==> config.mk <==
export PLATFORM = sky130hd
export DESIGN_NAME = boost_guard
export DESIGN_NICKNAME = d
export VERILOG_FILES = /design/src/boost_guard_pkg.sv /design/src/boost_guard.sv
export SDC_FILE = /design/constraint.sdc
export NUM_CORES = 1
export LEC_CHECK = 0
export BUFFER_PORTS_ARGS = -buffer_cell sky130_fd_sc_hd__buf_2
export CAP_MARGIN = 20
export CORE_MARGIN = 10
export CORE_UTILIZATION = 52
export CTS_BUF_LIST = sky130_fd_sc_hd__clkbuf_16
export DETAILED_ROUTE_END_ITERATION = 8
export PLACE_DENSITY = 0.76
export SLEW_MARGIN = 20
export SYNTH_ARGS = -nofsm -noshare
export SYNTH_HDL_FRONTEND = slang
export SYNTH_SLANG_ARGS = --single-unit
==> constraint.sdc <==
create_clock -name core_clk -period 2.8 [get_ports core_clk]
set_clock_uncertainty 0.15 [all_clocks]
set_input_delay 0.42 -clock core_clk [delete_from_list [all_inputs] [get_ports core_clk]]
set_output_delay 0.42 -clock core_clk [all_outputs]
set_load 0.005 [all_outputs]
==> src/boost_guard_pkg.sv <==
// Constants, types and state record for the write guard and boost limit bank
package boost_guard_pkg;

	// Register offsets on the serial control bus
	localparam logic [7:0] GUARD_ADDR   = 8'h28;
	localparam logic [7:0] BOOST_ADDR   = 8'h29;

	// Field positions
	localparam int KEY_LSB       = 0;
	localparam int KEY_MSB       = 1;
	localparam int RETRY_BIT     = 7;
	localparam int FRS_BIT       = 6;
	localparam int LIMIT_LSB     = 0;
	localparam int LIMIT_MSB     = 4;

	// Reset values and unlock key
	localparam logic [1:0] KEY_RESET     = 2'h0;
	localparam logic [1:0] KEY_UNLOCK    = 2'h3;
	localparam logic [4:0] LIMIT_RESET   = 5'h00;

	// Mode code for boost-source operation
	localparam logic [3:0] MODE_BOOST_SOURCE = 4'hA;

	// Current limit decode, in mA
	localparam logic [11:0] LIMIT_BASE_MA   = 12'h1F4;
	localparam logic [11:0] LIMIT_STEP_MA   = 12'h064;
	localparam logic [4:0]  LIMIT_TOP_CODE  = 5'h1A;
	localparam logic [11:0] LIMIT_TOP_MA    = 12'hC1C;
	localparam logic [4:0]  LOWPWR_CLAMP_CODE = 5'h13;
	localparam logic [11:0] LOWPWR_CLAMP_MA = 12'h960;

	// Retry wait interval after an overcurrent trip
	localparam int CLK_MHZ          = 50;
	localparam int RETRY_WAIT_US    = 150;
	localparam int RETRY_WAIT_CYC   = RETRY_WAIT_US * CLK_MHZ;

	typedef enum logic [3:0] {
		SW_IDLE    = 4'h1,
		SW_ON      = 4'h2,
		SW_LATCHED = 4'h4,
		SW_WAIT    = 4'h8
	} switch_state_t;

	// Register bus request from the serial engine
	typedef struct packed {
		logic       wr;
		logic       rd;
		logic [7:0] addr;
		logic [7:0] wdata;
	} reg_req_t;

	// Whole state of the bank
	typedef struct packed {
		logic [1:0]    key;
		logic          retry_en;
		logic          frs_en;
		logic [4:0]    limit_code;
		logic [7:0]    rdata;
		logic          unlocked;
		logic [11:0]   limit_ma;
		logic          limit_active;
		logic          switch_on;
		switch_state_t sw_state;
		logic [31:0]   wait_cnt;
		logic          ocp_meta;
		logic          ocp_sync;
	} bank_state_t;

endpackage : boost_guard_pkg

==> src/boost_guard.sv <==
// Write guard key and boost-source configuration with output switch control
`timescale 1ns/1ps
`default_nettype none
module boost_guard #(
	parameter int RETRY_CYCLES = boost_guard_pkg::RETRY_WAIT_CYC,
	parameter bit LOW_POWER    = 1'b0
) (
	input  wire logic                      core_clk,
	input  wire logic                      nrst,
	input  wire boost_guard_pkg::reg_req_t req,
	input  wire logic [3:0]                mode_code,
	input  wire logic                      overcurrent,
	output logic [7:0]                     rdata_ff,
	output logic                           guard_unlocked_ff,
	output logic                           frs_enable_ff,
	output logic [11:0]                    source_limit_ma_ff,
	output logic                           source_limit_active_ff,
	output logic                           output_switch_on_ff
);
	import boost_guard_pkg::*;

	bank_state_t state_ff;
	bank_state_t nxt_state;
	logic        in_source;
	logic [11:0] decoded_ma;
	logic [11:0] linear_ma;
	logic        guard_wr;
	logic        boost_wr;
	logic [7:0]  guard_view;
	logic [7:0]  boost_view;
	logic        ocp_seen;
	logic        trip_retry;
	logic        trip_latch;
	logic        wait_done;

	// Mode and register strobe decode
	assign in_source = (mode_code == MODE_BOOST_SOURCE);
	assign guard_wr  = req.wr && (req.addr == GUARD_ADDR);
	assign boost_wr  = req.wr && (req.addr == BOOST_ADDR);

	// Read images; reserved bits read as zero
	assign guard_view = {6'h00, state_ff.key};
	assign boost_view = {state_ff.retry_en, state_ff.frs_en, 1'b0,
		state_ff.limit_code};

	// Overcurrent as seen after the two-flop synchroniser
	assign ocp_seen   = state_ff.ocp_sync;
	assign trip_retry = ocp_seen && state_ff.retry_en;
	assign trip_latch = ocp_seen && !state_ff.retry_en;
	assign wait_done  = (state_ff.wait_cnt <= 32'h1);

	// Linear limit decode before saturation and clamping
	assign linear_ma = 12'(LIMIT_BASE_MA
		+ 12'(state_ff.limit_code) * LIMIT_STEP_MA);

	// Saturating and clamped limit decode
	always_comb
	begin
		decoded_ma = 12'h000;
		if (LOW_POWER && (state_ff.limit_code >= LOWPWR_CLAMP_CODE))
		begin
			decoded_ma = LOWPWR_CLAMP_MA;
		end
		else if (state_ff.limit_code >= LIMIT_TOP_CODE)
		begin
			decoded_ma = LIMIT_TOP_MA;
		end
		else
		begin
			decoded_ma = linear_ma;
		end
	end

	// Next-state record
	always_comb
	begin
		nxt_state = state_ff;

		// Two-flop synchroniser for the overcurrent pin
		nxt_state.ocp_meta = overcurrent;
		nxt_state.ocp_sync = state_ff.ocp_meta;

		// Key write; reserved guard bits are dropped
		if (guard_wr)
		begin
			nxt_state.key = req.wdata[KEY_MSB:KEY_LSB];
		end

		// Boost configuration write; bit 5 is reserved
		if (boost_wr)
		begin
			nxt_state.retry_en   = req.wdata[RETRY_BIT];
			nxt_state.frs_en     = req.wdata[FRS_BIT];
			nxt_state.limit_code = req.wdata[LIMIT_MSB:LIMIT_LSB];
		end

		// Read data stands for one cycle after the strobe
		nxt_state.rdata = 8'h00;
		if (req.rd)
		begin
			case (req.addr)
				GUARD_ADDR:
				begin
					nxt_state.rdata = guard_view;
				end
				BOOST_ADDR:
				begin
					nxt_state.rdata = boost_view;
				end
				default:
				begin
					nxt_state.rdata = 8'h00;
				end
			endcase
		end

		// Levels registered straight to the outputs
		nxt_state.unlocked = (state_ff.key == KEY_UNLOCK);
		nxt_state.limit_active = in_source;
		nxt_state.limit_ma = in_source ? decoded_ma : 12'h000;

		// Output switch control
		case (state_ff.sw_state)
			SW_IDLE:
			begin
				if (in_source && !ocp_seen)
				begin
					nxt_state.sw_state = SW_ON;
				end
			end
			SW_ON:
			begin
				if (!in_source)
				begin
					nxt_state.sw_state = SW_IDLE;
				end
				else if (trip_retry)
				begin
					nxt_state.sw_state = SW_WAIT;
					nxt_state.wait_cnt = 32'(RETRY_CYCLES);
				end
				else if (trip_latch)
				begin
					nxt_state.sw_state = SW_LATCHED;
				end
			end
			SW_LATCHED:
			begin
				if (!in_source)
				begin
					nxt_state.sw_state = SW_IDLE;
				end
			end
			// Retry wait counts down, then the switch closes again
			SW_WAIT:
			begin
				if (!in_source)
				begin
					nxt_state.sw_state = SW_IDLE;
				end
				else if (wait_done)
				begin
					nxt_state.sw_state = SW_ON;
				end
				else
				begin
					nxt_state.wait_cnt = state_ff.wait_cnt - 32'h1;
				end
			end
			// Illegal code recovers to idle
			default:
			begin
				nxt_state.sw_state = SW_IDLE;
			end
		endcase
		nxt_state.switch_on = (nxt_state.sw_state == SW_ON);
	end

	// State record register
	always_ff @(posedge core_clk or negedge nrst)
	begin
		if (!nrst)
		begin
			state_ff.key          <= KEY_RESET;
			state_ff.retry_en     <= 1'b0;
			state_ff.frs_en       <= 1'b0;
			state_ff.limit_code   <= LIMIT_RESET;
			state_ff.rdata        <= 8'h00;
			state_ff.unlocked     <= 1'b0;
			state_ff.limit_ma     <= 12'h000;
			state_ff.limit_active <= 1'b0;
			state_ff.switch_on    <= 1'b0;
			state_ff.sw_state     <= SW_IDLE;
			state_ff.wait_cnt     <= 32'h0;
			state_ff.ocp_meta     <= 1'b0;
			state_ff.ocp_sync     <= 1'b0;
		end
		else
		begin
			state_ff <= nxt_state;
		end
	end

	// Outputs come straight from the state record
	assign rdata_ff               = state_ff.rdata;
	assign guard_unlocked_ff      = state_ff.unlocked;
	assign frs_enable_ff          = state_ff.frs_en;
	assign source_limit_ma_ff     = state_ff.limit_ma;
	assign source_limit_active_ff = state_ff.limit_active;
	assign output_switch_on_ff    = state_ff.switch_on;

endmodule : boost_guard
`default_nettype wire

# Word-level counts from Yosys, hierarchy flattened
# Cells that the tools add are included.
[classes]
n_addsub = 2
mul = 1
order_cmp = 2
n_eq_ne = 13
mux = 17
reduce_logical = 9
[ops]
columns = ["op", "n"]
rows = [
  ["32-bit two-way mux", 4],
  ["32-bit case mux with 2 select lines", 1],
  ["32-bit by 1-bit <= comparator with 1-bit output (second input constant)", 1],
  ["32-bit by 1-bit subtractor with 32-bit output (second input constant)", 1],
  ["4-bit two-way mux", 7],
  ["12-bit two-way mux", 2],
  ["8-bit by 6-bit equality test with 1-bit output (second input constant)", 2],
  ["4-bit case mux with 4 select lines", 1],
  ["8-bit case mux with 2 select lines", 1],
  ["9-bit by 12-bit adder with 12-bit output (first input constant)", 1],
  ["5-bit by 5-bit multiplier with 10-bit output (second input constant)", 1],
  ["4-bit by 2-bit equality test with 1-bit output (second input constant)", 2],
  ["4-bit equality test (second input constant)", 2],
  ["8-bit two-way mux", 1],
  ["2-bit inequality test (second input constant)", 4],
  ["5-bit >= comparator (second input constant)", 1],
  ["1-bit logical AND", 5],
  ["5-bit AND reduction", 1],
  ["4-bit by 1-bit equality test with 1-bit output (second input constant)", 1],
  ["4-bit by 3-bit equality test with 1-bit output (second input constant)", 1],
  ["2-bit equality test (second input constant)", 1],
  ["1-bit zero test", 2],
  ["2-bit nonzero test", 1],
]
[totals]
reg_bits = 70
output_inout_bits = 24

# Logic depth before layout (Yosys ltp)
[logic_depth]
depth_word = 7
ltp_mapped = 11
ltp_nobuf = 11

# Least setup slack after synthesis
# No wires, ideal clock.
[synth_path]
path_type = "register -> register"
start = "register state_ff, in the netlist boost_view[0]"
end = "register state_ff, in the netlist source_limit_ma_ff[11]"
arrival_ps = 2752
required_ps = 2508
path_slack_ps = -244
stages_incl_launch_ff = 12
n_path_buf = 0
path_cell_list = "dfrtp_1 inv_1 ha_1 inv_1 ha_1 ha_1 fa_1 or4_1 a211oi_1 nor3b_1 xnor2_1 a21oi_1"
[synth_rtl]
columns = ["element", "line", "source"]
rows = [
  ["start, declared", "boost_guard.sv:22", "bank_state_t state_ff;"],
  ["start signal, assigned", "boost_guard.sv:200", "state_ff <= nxt_state;"],
]

==> flow_metrics.py <==
metrics = {
    "clock_tree": {
        "clk_pin_slew_worst_paths_ns": 0.05,
        "cts_tree": "yes",
        "numCtsBuffers": 9,
        "htreeDepth": 3,
        "cts_buffer_depth": 2,
        "cts.root.buffer_cell": "clkbuf_16",
        "hold_buffers": 0,
        "cts_sinks": 67,
        "insertion_delay_ns": 0.32,
    },
    "critical_path": {
        "crit_top_cell": "ha_4",
        "slowest_delay_ns": 0.48,
        "cp.arrival_ns": 2.89,
        "critical_path_class": "flop to flop",
        "crit_buf_inv": 1,
        "cp_max_fo": 4,
        "cp_slowest_cell": "or4_4",
        "crit_chain": "ha_4 -> inv_2 -> ha_4 -> ha_4 -> fa_1 -> or4_4 -> nor3_4 -> nor2_2 -> xnor2_1 -> a21oi_1",
        "crit_path_end_kind": "flop",
        "crit_path_start_kind": "flop",
        "cp_data_required_time_ns": 2.82,
        "critPathTopFamily": "adder cells",
    },
    "timing": {
        "fin_ws_ns": -0.0696,
        "final_hold_viol_count": 0,
        "post-route-min-period_ns": 2.87,
        "hold-worst-slack_ns": 0.0246,
        "finalSetupViolCount": 3,
        "rsz0062_at_grt": "yes",
        "relSlewSlack_pct": 34.8,
        "final.setup.tns_ns": -0.166,
        "drv_slew": 0,
        "clock.fmax_ghz": 0.348,
        "fin_crit_sh_pct": 102,
        "worst_pin_slew_ns": 0.964,
    },
    "route": {
        "drc": 0,
        "wl_per_cell_um": 15.8,
        "ant_nets": 0,
        "drt_wl_total_mm": 8.56,
        "dr.pass1.iters": 4,
        "via_per_inst": 5.59,
        "drtIter0Drc": 146,
        "via_count": 3024,
    },
    "outcome": {
        "violations": "setup timing",
        "outcome": "finished, violations left",
    },
    "yosys": {
        "yosysWarnings": 0,
        "ys.flop_type": "dfrtp_1",
        "yosys.cell_types.count": 56,
        "synth.area.top_cells": "dfrtp_1, ha_1, nor2_1, buf_4, a21oi_1",
        "synth_top_area_cell": "dfrtp_1",
        "yosysSeqAreaShare_pct": 43.9,
        "synth_top_area_share_pct": 43.2,
        "postSynthCellCount": 385,
        "synthArstFlopShare_pct": 100,
        "avgSynthCellArea_um2": 9.94,
        "synth_enable_flop_cells": 0,
        "synth.cell_area_um2": 3830,
        "ys_ff_latch": 67,
    },
    "power_and_ir_drop": {
        "p_per_area_nw_per_um2": 489,
        "power_mw": 2.22,
        "irDropWorstVdd_mv": 0.389,
        "p_leak_nw": 2.21,
    },
    "place": {
        "dp_hpwl_mm": 6.11,
        "portBuffers": 44,
        "globalplace.congestion": 0.839,
    },
    "grt": {
        "antenna_found_initial": 0,
        "grt_util_all_layers_pct": 15.9,
        "grt_max_degree": 37,
        "grt_pass1_wl_mm": 14.7,
        "grt_overflow": 0,
        "grt_pass1_vias": 3127,
    },
    "die": {
        "num_rows": 31,
        "dieArea_um2": 11200,
        "start_util_pct": 53.0,
        "die_w_um": 106,
        "coreArea_um2": 7210,
        "boundaryPins": 49,
        "die_h_um": 106,
    },
    "hold_path": {
        "hold_path.class": "primary input to async pin",
    },
    "job": {
        "maxCapViolCount": 0,
    },
    "finish": {
        "layout.nets": 486,
        "area_growth_pct": 18.7,
        "antenna_cells": 0,
        "drive_gt1_share_pct": 28.1,
        "fillerInstances": 592,
    },
}
==> Yosys cell counts, types with 5 or more instances <==
cell	n
xnor2_1	13
nand2_1	20
nor4_1	5
inv_1	15
a21oi_1	23
ha_1	23
nor3_1	10
nand4_1	6
clkbuf_1	8
xor2_1	12
nand3_1	15
nor2_1	46
o21ai_0	13
mux2_2	9
dfrtp_1	66
or3_1	7
or4_1	7
buf_4	20
==> flip-flops by register name (all words and copies together), names as in the netlist <==
register                count
boost_view                  6
rdata_ff                    7
guard_view                  2
ocp_seen                    1
frs_enable_ff               1
state_ff                   36
output_switch_on_ff         1
guard_unlocked_ff           1
source_limit_active_ff      1
nxt_state                   1
source_limit_ma_ff         10
==> cell type report <==
| class | instances | area, um2 | area share [%] |
|---|---|---|---|
| multi-input cells | 270 | 1990 | 43.7 |
| flip-flops and latches | 67 | 1680 | 37.0 |
| repair buffers | 73 | 438 | 9.64 |
| clock buffers | 9 | 225 | 4.96 |
| well taps | 99 | 124 | 2.73 |
| inverters | 16 | 60.1 | 1.32 |
| clock inverters | 7 | 28.8 | 0.633 |
==> stage by stage <==
| step | instance area (um2) | setup slack, ns | util, % | instances |
|---|---|---|---|---|
| after floorplan | 3890 | -0.00307 | - | 387 |
| after global placement | 4200 | -0.0488 | 58.3 | 522 |
| after detailed placement | 4200 | -0.0802 | 58.3 | 522 |
| after CTS | 4480 | -0.0581 | 62.2 | 539 |
| after global routing | 4540 | -0.202 | 63.0 | 541 |
| final | 4540 | -0.0696 | 63.0 | 541 |
==> cells in the final DEF, fill, tap and decap left out, types with 3 or more instances in the layout <==
master	n
a211oi_1	3
a21oi_1	23
a31oi_1	3
buf_2	44
buf_4	29
clkbuf_16	9
conb_1	3
dfrtp_1	63
dfrtp_2	3
ha_1	19
ha_4	4
inv_1	15
inv_2	4
mux2_2	9
mux2i_1	4
nand2_1	20
nand3_1	15
nand4_1	6
nand4b_1	4
nor2_1	45
nor3_1	8
nor3b_1	3
nor4_1	5
o21ai_0	13
o41ai_1	3
or3_1	7
or4_1	6
xnor2_1	12
xor2_1	11
==> where the power goes <==
part           total [mW]  leakage [nW]  switching (mW)  internal (mW)
Sequential           1.00         0.911          0.0152          0.987
Clock               0.962         0.138           0.384          0.579
Combinational       0.259          1.16           0.135          0.123
Total                2.22          2.21           0.534           1.69
==> path summary, 6_finish.rpt <==
kind | from | endpoint | slack, ns | depth (start not counted)
hold reg to reg | nxt_state[0] | ocp_seen | 0.20 | 0
hold / removal | nrst | source_limit_ma_ff[11] | 0.02 | 1
min in group core_clk | overcurrent | nxt_state[0] | 0.05 | 1
setup reg to reg | boost_view[1] | source_limit_ma_ff[10] | -0.07 | 10
max in group asynchronous | nrst | state_ff[26] | 1.68 | 2
setup / recovery | boost_view[1] | source_limit_ma_ff[10] | -0.07 | 10
==> timing repair <==
action,in CTS,in global routing
resized for setup,2,8
pin swaps,1,1
setup endpoints to repair,3,14
buffers inserted,1,2
==> per-layer routing <==
layer / global-route usage, % / up-vias / share of wire, %
met4: 5.61 / 0 / 1.6
met5: 0 / - / 0
li1: - / 1456 / -
met2: 26.0 / 115 / 48
met3: 5.24 / 13 / 6.8
met1: 19.1 / 1440 / 44
==> logic make-up after synthesis <==
family,count (synthesis),share of synthesized area [%]
simple gates,142,20.4
flops,67,43.9
compound gates,63,10.7
buf+inv,50,7.55
xor+xnor,25,5.72
fa+ha+maj,24,8.04
mux,13,3.70
other cells,1,0.0980
Note: power is estimated with default switching activity, not from simulation.
